==> src/twb_fifo2.sv <==
// Purpose: shared constants and the two-entry receive buffer
// Assumes: one clock, synchronous active-low reset
// Notes: buffer outputs come straight from flip-flops
`timescale 1ns/1ps
package twb_pkg;
  localparam int BYTE_W = 8;
  localparam int ADDR_W = 7;
  localparam int LEN_W = 4;
  localparam int BIT_W = 4;
  localparam logic [BIT_W-1:0] BIT_LAST = 4'h7;
  localparam logic [BIT_W-1:0] BIT_ACK = 4'h8;
  localparam logic [BIT_W-1:0] BIT_PRE = 4'hF;
  localparam logic [ADDR_W-1:0] GC_ADDR = 7'h00;
  localparam logic [3:0] RSV_TOP = 4'hF;
  localparam logic [LEN_W-1:0] LEN_ONE = 4'h1;
  localparam logic [LEN_W-1:0] LEN_NONE = 4'h0;
  localparam int CLK_NS = 50;
  localparam int SCL_HALF_NS = 5000;
  localparam int HALF_CYC = (SCL_HALF_NS + CLK_NS - 1) / CLK_NS;
  localparam int TM_W = 8;
  localparam logic [TM_W-1:0] HALF_T = TM_W'(HALF_CYC);
endpackage

////////////////////////////////////////////////////////////////////////////////
module twb_fifo2 #(
  parameter int W = twb_pkg::BYTE_W
) (
  input wire logic clk_i,
  input wire logic rst_n_i,
  input wire logic [W-1:0] in_data_i,
  input wire logic in_valid_i,
  output logic in_ready_o,
  output logic [W-1:0] out_data_o,
  output logic out_valid_o,
  input wire logic out_ready_i
);
  import twb_pkg::*;
  typedef struct packed {
    logic [W-1:0] head;
    logic [W-1:0] tail;
    logic hv;
    logic tv;
  } twb_f_s;
  twb_f_s st_q;
  twb_f_s st_d;
  logic pop;
  logic push;

  // a full buffer refuses even when popping, so ready stays a plain flop
  always_comb begin
    st_d = st_q;
    pop = st_q.hv && out_ready_i;
    push = in_valid_i && !st_q.tv;
    if (pop) begin
      st_d.head = st_q.tail;
      st_d.hv = st_q.tv;
      st_d.tv = 1'b0;
    end
    if (push) begin
      if (!st_d.hv) begin
        st_d.head = in_data_i;
        st_d.hv = 1'b1;
      end else begin
        st_d.tail = in_data_i;
        st_d.tv = 1'b1;
      end
    end
  end

  always_ff @(posedge clk_i) begin
    if (!rst_n_i) begin
      st_q <= '0;
    end else begin
      st_q <= st_d;
    end
  end

  assign in_ready_o = !st_q.tv;
  assign out_data_o = st_q.head;
  assign out_valid_o = st_q.hv;
endmodule

==> src/twb_framer.sv <==
// Purpose: two-wire bus framing engine, master and slave, tx and rx
// Assumes: bus pins open drain, lines sampled on the 20 MHz clock
// Notes: no arbitration; one bus role at a time
// Contract
// - data stable while clock high
// - master signals start/stop with clock high
// - bus busy from start until stop
// - repeated start keeps bus busy
// - address packet: seven bits, direction, acknowledge
// - direction set means read, clear write
// - addressed slave pulls ninth bit low
// - unacknowledged address ends in stop
// - address shifted most significant bit first
// - general call write acknowledged when enabled
// - addresses 1111xxx are reserved
// - data packet: byte then acknowledge bit
// - master clocks, receiver acknowledges
// - ninth bit low acknowledges, high refuses
// - receiver refuses its last byte
// - start, address, data packets, stop
// - slave may stretch clock low
// - open-drain drivers, wired-AND lines
// - disabled while power gate set
// - seven-bit programmable slave address
`timescale 1ns/1ps
module twb_framer (
  input wire logic SYS_CLK_I,
  input wire logic RESET_N_I,
  input wire logic SERIAL_BUS_POWER_GATE_I,
  input wire logic SCL_I,
  output logic SCL_O,
  output logic SCL_OE_O,
  input wire logic SDA_I,
  output logic SDA_O,
  output logic SDA_OE_O,
  input wire logic [twb_pkg::ADDR_W-1:0] OWN_ADDR_I,
  input wire logic GC_EN_I,
  input wire logic RX_ACCEPT_I,
  input wire logic CMD_VALID_I,
  output logic CMD_READY_O,
  input wire logic [twb_pkg::ADDR_W-1:0] CMD_ADDR_I,
  input wire logic CMD_READ_I,
  input wire logic [twb_pkg::LEN_W-1:0] CMD_LEN_I,
  output logic DONE_O,
  output logic NACK_O,
  output logic BUS_BUSY_O,
  output logic SLV_SEL_O,
  input wire logic [twb_pkg::BYTE_W-1:0] TX_DATA_I,
  input wire logic TX_VALID_I,
  output logic TX_READY_O,
  output logic [twb_pkg::BYTE_W-1:0] RX_DATA_O,
  output logic RX_VALID_O,
  input wire logic RX_READY_I
);
  import twb_pkg::*;

  typedef enum logic [3:0] {
    M_IDLE, M_START, M_LOW, M_HIGH, M_PUSH,
    M_LOAD, M_STOP, M_STOPH, M_FREE
  } twb_m_e;
  typedef enum logic [2:0] {
    S_IDLE, S_ADDR, S_RX, S_RXW, S_TX, S_TXW, S_REL, S_IGN
  } twb_s_e;
  typedef enum logic [1:0] {P_ADDR, P_WR, P_RD} twb_p_e;

  typedef struct packed {
    logic [1:0] scl_sy;
    logic [1:0] sda_sy;
    logic scl_p;
    logic sda_p;
    logic busy;
    twb_m_e ms;
    twb_s_e ss;
    twb_p_e ph;
    logic [BIT_W-1:0] bitn;
    logic [BYTE_W-1:0] sh;
    logic [TM_W-1:0] tm;
    logic [LEN_W-1:0] left;
    logic rd;
    logic srd;
    logic sack;
    logic nxt;
    logic scl_oe;
    logic sda_oe;
    logic lvl;
    logic cmd_rdy;
    logic tx_rdy;
    logic done;
    logic nack;
    logic sel;
  } twb_st_s;

  twb_st_s st_q;
  twb_st_s st_d;
  logic scl_s;
  logic sda_s;
  logic rise;
  logic fall;
  logic start_det;
  logic stop_det;
  logic hit;
  logic tx_take;
  logic rx_push;
  logic rx_rdy;

  ////////////////////////////////////////////////////////////////////////////
  // line observation after the two-flop synchronisers
  assign scl_s = st_q.scl_sy[1];
  assign sda_s = st_q.sda_sy[1];
  assign rise = scl_s && !st_q.scl_p;
  assign fall = !scl_s && st_q.scl_p;
  assign start_det = scl_s && st_q.scl_p && st_q.sda_p && !sda_s;
  assign stop_det = scl_s && st_q.scl_p && !st_q.sda_p && sda_s;
  // reserved block never matches; general call only with write
  assign hit = (st_q.sh[7:1] == OWN_ADDR_I && OWN_ADDR_I[6:3] != RSV_TOP)
    || (st_q.sh[7:1] == GC_ADDR && GC_EN_I && !st_q.sh[0]);
  assign tx_take = st_q.tx_rdy && TX_VALID_I;

  ////////////////////////////////////////////////////////////////////////////
  always_comb begin
    st_d = st_q;
    rx_push = 1'b0;
    st_d.scl_sy = {st_q.scl_sy[0], SCL_I};
    st_d.sda_sy = {st_q.sda_sy[0], SDA_I};
    st_d.scl_p = scl_s;
    st_d.sda_p = sda_s;
    st_d.done = 1'b0;
    st_d.nack = 1'b0;
    if (st_q.tm != '0) begin
      st_d.tm = st_q.tm - 1'b1;
    end
    if (start_det) begin
      st_d.busy = 1'b1;
    end else if (stop_det) begin
      st_d.busy = 1'b0;
    end

    // master: the timer paces both halves of every clock period
    case (st_q.ms)
      M_IDLE: begin
        if (st_q.cmd_rdy && CMD_VALID_I) begin
          // an address always follows our start
          st_d.ms = M_START;
          st_d.sda_oe = 1'b1;
          st_d.tm = HALF_T;
          st_d.sh = {CMD_ADDR_I, CMD_READ_I};
          st_d.rd = CMD_READ_I;
          st_d.left = (CMD_LEN_I == LEN_NONE) ? LEN_ONE : CMD_LEN_I;
          st_d.ph = P_ADDR;
          st_d.bitn = '0;
        end
      end
      M_START: begin
        if (st_q.tm == '0) begin
          st_d.scl_oe = 1'b1;
          st_d.nxt = !st_q.sh[7];
          st_d.tm = HALF_T;
          st_d.ms = M_LOW;
        end
      end
      M_LOW: begin
        // data moves one cycle after the clock went low
        st_d.sda_oe = st_q.nxt;
        if (st_q.tm == '0) begin
          st_d.scl_oe = 1'b0;
          st_d.tm = HALF_T;
          st_d.ms = M_HIGH;
        end
      end
      M_HIGH: begin
        if (!scl_s) begin
          // a slave holds the clock low: high time starts when seen high
          st_d.tm = HALF_T;
        end else if (st_q.tm == '0) begin
          st_d.scl_oe = 1'b1;
          st_d.tm = HALF_T;
          st_d.ms = M_LOW;
          st_d.nxt = 1'b0;
          if (st_q.bitn != BIT_ACK) begin
            st_d.bitn = st_q.bitn + 1'b1;
            st_d.sh = {st_q.sh[6:0], (st_q.ph == P_RD) ? sda_s : 1'b0};
            if (st_q.bitn == BIT_LAST) begin
              if (st_q.ph == P_RD) begin
                st_d.ms = M_PUSH;
              end
            end else if (st_q.ph != P_RD) begin
              st_d.nxt = !st_d.sh[7];
            end
          end else begin
            st_d.bitn = '0;
            if (st_q.ph == P_ADDR) begin
              if (sda_s) begin
                st_d.nack = 1'b1;
                st_d.ms = M_STOP;
              end else begin
                st_d.ph = st_q.rd ? P_RD : P_WR;
                st_d.ms = st_q.rd ? M_LOW : M_LOAD;
              end
            end else begin
              st_d.left = st_q.left - 1'b1;
              if (st_q.ph == P_WR && sda_s) begin
                st_d.nack = 1'b1;
                st_d.ms = M_STOP;
              end else if (st_q.left == LEN_ONE) begin
                st_d.ms = M_STOP;
              end else begin
                st_d.ms = (st_q.ph == P_RD) ? M_LOW : M_LOAD;
              end
            end
          end
        end
      end
      M_PUSH: begin
        // clock held low until the buffer has room: no byte lost
        if (rx_rdy) begin
          rx_push = 1'b1;
          st_d.nxt = (st_q.left != LEN_ONE);
          st_d.tm = HALF_T;
          st_d.ms = M_LOW;
        end
      end
      M_LOAD: begin
        if (tx_take) begin
          st_d.sh = TX_DATA_I;
          st_d.nxt = !TX_DATA_I[7];
          st_d.tm = HALF_T;
          st_d.ms = M_LOW;
        end
      end
      M_STOP: begin
        st_d.sda_oe = 1'b1;
        if (st_q.tm == '0) begin
          st_d.scl_oe = 1'b0;
          st_d.tm = HALF_T;
          st_d.ms = M_STOPH;
        end
      end
      M_STOPH: begin
        if (!scl_s) begin
          st_d.tm = HALF_T;
        end else if (st_q.tm == '0) begin
          st_d.sda_oe = 1'b0;
          st_d.tm = HALF_T;
          st_d.ms = M_FREE;
        end
      end
      M_FREE: begin
        if (st_q.tm == '0) begin
          st_d.ms = M_IDLE;
          st_d.done = 1'b1;
        end
      end
      default: begin
        st_d.ms = M_IDLE;
      end
    endcase

    // slave: only while our own master is idle
    if (st_q.ms != M_IDLE) begin
      st_d.ss = S_IDLE;
    end else if (start_det) begin
      st_d.ss = S_ADDR;
      st_d.bitn = BIT_PRE;
      st_d.sda_oe = 1'b0;
      st_d.scl_oe = 1'b0;
      st_d.sel = 1'b0;
    end else if (stop_det) begin
      st_d.ss = S_IDLE;
      st_d.sda_oe = 1'b0;
      st_d.scl_oe = 1'b0;
      st_d.sel = 1'b0;
    end else begin
      case (st_q.ss)
        S_ADDR, S_RX: begin
          if (rise && st_q.bitn != BIT_ACK) begin
            st_d.sh = {st_q.sh[6:0], sda_s};
          end else if (fall) begin
            if (st_q.bitn == BIT_LAST) begin
              st_d.bitn = BIT_ACK;
              if (st_q.ss == S_ADDR) begin
                if (hit) begin
                  st_d.sda_oe = 1'b1;
                  st_d.sel = 1'b1;
                  st_d.srd = st_q.sh[0];
                end else begin
                  st_d.ss = S_IGN;
                end
              end else begin
                st_d.scl_oe = 1'b1;
                st_d.ss = S_RXW;
              end
            end else if (st_q.bitn == BIT_ACK) begin
              st_d.sda_oe = 1'b0;
              st_d.bitn = '0;
              if (st_q.ss == S_ADDR && st_q.srd) begin
                st_d.scl_oe = 1'b1;
                st_d.ss = S_TXW;
              end else if (st_q.ss == S_ADDR) begin
                st_d.ss = S_RX;
              end else if (!st_q.sack) begin
                st_d.ss = S_IGN;
              end
            end else begin
              st_d.bitn = st_q.bitn + 1'b1;
            end
          end
        end
        S_RXW: begin
          if (!RX_ACCEPT_I) begin
            st_d.sack = 1'b0;
            st_d.ss = S_REL;
          end else if (rx_rdy) begin
            rx_push = 1'b1;
            st_d.sack = 1'b1;
            st_d.sda_oe = 1'b1;
            st_d.ss = S_REL;
          end
        end
        S_TXW: begin
          if (tx_take) begin
            st_d.sh = TX_DATA_I;
            st_d.sda_oe = !TX_DATA_I[7];
            st_d.bitn = '0;
            st_d.ss = S_REL;
          end
        end
        S_REL: begin
          // data settled a cycle earlier, now let the clock go
          st_d.scl_oe = 1'b0;
          st_d.ss = st_q.srd ? S_TX : S_RX;
        end
        S_TX: begin
          if (rise && st_q.bitn == BIT_ACK) begin
            st_d.sack = !sda_s;
          end else if (fall) begin
            if (st_q.bitn == BIT_ACK) begin
              st_d.bitn = '0;
              st_d.scl_oe = st_q.sack;
              st_d.ss = st_q.sack ? S_TXW : S_IGN;
            end else if (st_q.bitn == BIT_LAST) begin
              st_d.sda_oe = 1'b0;
              st_d.bitn = BIT_ACK;
            end else begin
              st_d.bitn = st_q.bitn + 1'b1;
              st_d.sh = {st_q.sh[6:0], 1'b0};
              st_d.sda_oe = !st_q.sh[6];
            end
          end
        end
        S_IGN, S_IDLE: begin
          st_d.ss = st_q.ss;
        end
        default: begin
          st_d.ss = S_IDLE;
        end
      endcase
    end

    st_d.lvl = 1'b0;
    st_d.tx_rdy = (st_d.ms == M_LOAD) || (st_d.ss == S_TXW);
    st_d.cmd_rdy = (st_d.ms == M_IDLE) && (st_d.ss == S_IDLE || st_d.ss == S_IGN)
      && !st_d.busy && scl_s && sda_s;
    if (SERIAL_BUS_POWER_GATE_I) begin
      st_d = '0;
    end
  end

  always_ff @(posedge SYS_CLK_I) begin
    if (!RESET_N_I) begin
      st_q <= '0;
    end else begin
      st_q <= st_d;
    end
  end

  ////////////////////////////////////////////////////////////////////////////
  twb_fifo2 #(
    .W(BYTE_W)
  ) u_rx_buf (
    .clk_i(SYS_CLK_I),
    .rst_n_i(RESET_N_I),
    .in_data_i(st_q.sh),
    .in_valid_i(rx_push),
    .in_ready_o(rx_rdy),
    .out_data_o(RX_DATA_O),
    .out_valid_o(RX_VALID_O),
    .out_ready_i(RX_READY_I)
  );

  // pins only ever pull low: output level stays zero
  assign SCL_O = st_q.lvl;
  assign SDA_O = st_q.lvl;
  assign SCL_OE_O = st_q.scl_oe;
  assign SDA_OE_O = st_q.sda_oe;
  assign CMD_READY_O = st_q.cmd_rdy;
  assign TX_READY_O = st_q.tx_rdy;
  assign DONE_O = st_q.done;
  assign NACK_O = st_q.nack;
  assign BUS_BUSY_O = st_q.busy;
  assign SLV_SEL_O = st_q.sel;
endmodule

==> config.mk <==
export PLATFORM = sky130hd
export DESIGN_NAME = twb_framer
export DESIGN_NICKNAME = d
export VERILOG_FILES = /design/src/twb_fifo2.sv /design/src/twb_framer.sv
export SDC_FILE = /design/constraint.sdc
export NUM_CORES = 1
export LEC_CHECK = 0
export ABC_AREA = 1
export ABC_CLOCK_PERIOD_IN_PS = 1700
export BUFFER_PORTS_ARGS = -buffer_cell sky130_fd_sc_hd__buf_4
export CAP_MARGIN = 20
export CORE_ASPECT_RATIO = 1.5
export CORE_UTILIZATION = 40
export CTS_CLUSTER_DIAMETER = 30
export CTS_CLUSTER_SIZE = 28
export DETAILED_ROUTE_END_ITERATION = 12
export GPL_TIMING_DRIVEN = 0
export PLACE_DENSITY = 0.68
export SETUP_SLACK_MARGIN = 0.1
export SYNTH_ARGS = -nofsm -noshare
export SYNTH_HDL_FRONTEND = slang
export SYNTH_SLANG_ARGS = --single-unit
export TNS_END_PERCENT = 100
==> constraint.sdc <==
create_clock -name SYS_CLK_I -period 1.7 [get_ports SYS_CLK_I]
set_input_delay 0.255 -clock SYS_CLK_I [delete_from_list [all_inputs] [get_ports SYS_CLK_I]]
set_output_delay 0.255 -clock SYS_CLK_I [all_outputs]
set_load 0.01 [all_outputs]
==> flow_summary_export.csv <==
group,metric,value,unit
yosys,synth.distinct_cells,51,
route,drc_errors,0,
place,routabilityCongestion,0.9444,
pwr,p_switching,1.724,mW
die,fp.dieH,135.5,um
yosys,yosys.area.top_type_share,29.07,%
yosys,synth_edf_count,0,
setup_path,startpoint,"st_q[43]",
pwr,peakVddDrop,584.7,uV
layout,stdcell_count,1052,
route,wl_per_cell,18.24,um
outcome,violations,"negative setup slack",
sta,period_share,114.8,%
sta,fmax,512.2,MHz
cts,cts_buffer_depth,2,
yosys,yosysTopAreaCell,"dfxtp_1",
setup_path,critPathArrivalTime,2.22,ns
layout,stdcell_area,0.007412,mm2
sta,timing.hold.ws,0.1225,ns
place,io_buffers,51,
cts,cts-htree-levels,3,
cts,hold_buffers,0,
global_route,grt_first_pass_wirelength,26.27,mm
yosys,synth_mux_area_share,0,%
place,placed_cell_area,0.005343,mm2
route,wirelength,19.19,mm
die,fp.dieW,91.00,um
yosys,async_reset_ff_share,0,%
sta,fin_crit,1.952,ns
layout,fin_nets,941,
sta,hold_violations,0,
pwr,clkPwrFrac,36.8,%
sta,finalSetupTns,-3.471,ns
place,post-place-ws,-0.5171,ns
setup_path,start_kind,"flop",
sta,worst_slack,-0.2522,ns
yosys,synth_top_family_by_area,"simple AND/OR/NAND/NOR gates",
global_route,gr-total-overflow,0,
pwr,p_int,3.700,mW
global_route,grtUsageTotal,27.56,%
sta,tightest_slew,0.9156,ns
die,io-pin-count,56,
cts,clk_pin_slew_worst_paths,0.06,ns
hold_path,hp-class,"in -> reg",
sta,slew_violations,0,
yosys,synth_area,0.004752,mm2
sta,relSlewSlack,38.96,%
layout,syn2layout_area_growth,55.98,%
pwr,p_leak,3.145,nW
layout,fillers,932,
cts,cts_buffers,9,
route,dr.pass1.iters,7,
yosys,synthTopCellsByArea,"dfxtp_1 (29%), nand2_1 (15%), inv_1 (6.9%)",
layout,insertedDiodeCount,0,
pwr,power_density,731.7,mW/mm2
setup_path,critical_path_class,"reg -> reg",
layout,largest-register,"st_q",
die,rows,48,
route,drtIter0Drc,542,
global_route,antenna_found_initial,0,
layout,mostFrequentLayoutCells,"nand2_1 (132), buf_4 (119), inv_1 (62), nor2_1 (58), dfxtp_1 (52)",
yosys,synth_compound_area_share,17.83,%
global_route,grt_pass1_vias,5326,
setup_path,required,1.97,ns
yosys,synth_warnings,0,
route,antenna_left,0,
yosys,synth-seq-cells,69,
sta,setup_viol,43,
yosys,yosys.area_share.adder,1.843,%
setup_path,r2r_start,"st_q[43]",
die,coreArea,0.01153,mm2
setup_path,critPathMaxFanout,5,
yosys,avgSynthCellArea,6.294,um2
yosys,synth-simple-area-share,37.07,%
yosys,synth_top_flop_cell,"dfxtp_1",
route,num_vias,6106,
global_route,grt_start_max_net_pins,12,
cts,clkLatencyLatePin,0.35,ns
die,start_util,41.21,%
layout,mostFrequentLayoutCell,"nand2_1",
job,drv_cap,0,
place,placedCellCount,957,
cts,cts-root-buf,"clkbuf_16",
die,die_area,0.01233,mm2
yosys,ys_seq_area_share,29.07,%
cts,cts_tree,"yes",
sta,clock_skew,0.009875,ns
layout,final_core_util,64.28,%
layout,largest_reg_flops,41,
place,dp_hpwl,11.52,mm
hold_path,worstHoldStart,"SDA_I",
sta,rsz0062_at_grt,"yes",
layout,drive_gt1_share,45.68,%
pwr,p_total,5.424,mW
route,viasPerCell,5.804,
yosys,synth_cells,755,
yosys,synth_xor_area_share,2.027,%
pwr,pwr-share-comb,31.5,%
outcome,status,"complete, but fails checks",
cts,cts.sinks,69,
pwr,p_seq_share,31.7,%
setup_path,end_kind,"flop",
pwr,switching_share,31.78,%
## Yosys cell counts (all sizes together), types with 2 or more instances
library cell,number
nand3,65
ha,7
buf,21
nor2,97
xnor2,7
dfxtp,69
a31oi,15
nand2,194
inv,102
o22ai,9
o21bai,2
o21ai,50
o2111ai,2
xor2,4
nor3,18
nand4,10
o211ai,6
or2,3
clkinv,2
clkbuf,7
a21oi,49
a211oi,2
nor4,3
## final cells by class
cell class,count,area (um2),area share (%)
inverter,104,426.7,5.756
timing repair buffer,129,1054,14.21
clock buffer,13,270.3,3.646
sequential,69,1425,19.23
multi-input combinational,556,3769,50.84
buffer,28,237.7,3.207
tap,150,187.7,2.532
clock inverter,3,42.54,0.5739
## worst paths after layout
kind / endpoint / slack (ns) / cells past startpoint
setup / recovery: TX_READY_O / -0.25 / 9
hold / removal: st_q[48] / 0.12 / 3
setup reg to reg: TX_READY_O / -0.25 / 9
hold reg to reg: scl_s / 0.40 / 2
## routing by layer
layer,global-route usage [%],vias up,share of wire (%)
met1,27.83,2809,33
met5,0,-,0
met3,5.051,143,7.3
met4,20.55,0,7.7
met2,50.25,390,52
li1,-,2764,-
## critical path, stage by stage, from the launching register on
cell     delay (ns)
dfxtp_2        0.44
nor2_4         0.09
buf_4          0.14
nand3_2        0.10
inv_1          0.12
a21oi_1        0.21
nand4_1        0.19
a21oi_4        0.21
nand4_1        0.22
o21ai_4        0.16
## power groups by stage
| stage | registers, mW | logic, mW | clock network, mW |
|---|---|---|---|
| finish | 1.72 | 1.71 | 2.00 |
| global route | 1.73 | 1.84 | 2.08 |
| CTS | 1.72 | 1.46 | 1.99 |
| detailed placement | 1.76 | 0.967 | 0 |
| global placement | 1.76 | 0.948 | 0 |
| floorplan | 1.75 | 0.725 | 0 |
## repair_timing
action	in CTS	in global routing
endpoints found under the hold margin	0	0
setup endpoints to repair	60	59
setup buffers	48	29
cloned	2	1
pin swaps	55	57
gates resized for setup	193	154
## cells by family (layout without fill, tap and decap cells)
group | count (synthesis) | count (layout)
xor gates and xnor gates | 11 | 11
adders and majority gates | 7 | 7
other | 1 | 2
buffers and inverters | 132 | 277
and+or+nand+nor | 391 | 392
AOI/OAI and AO/OA | 144 | 144
DFF | 69 | 69
Power figures use the tool's default switching activity.
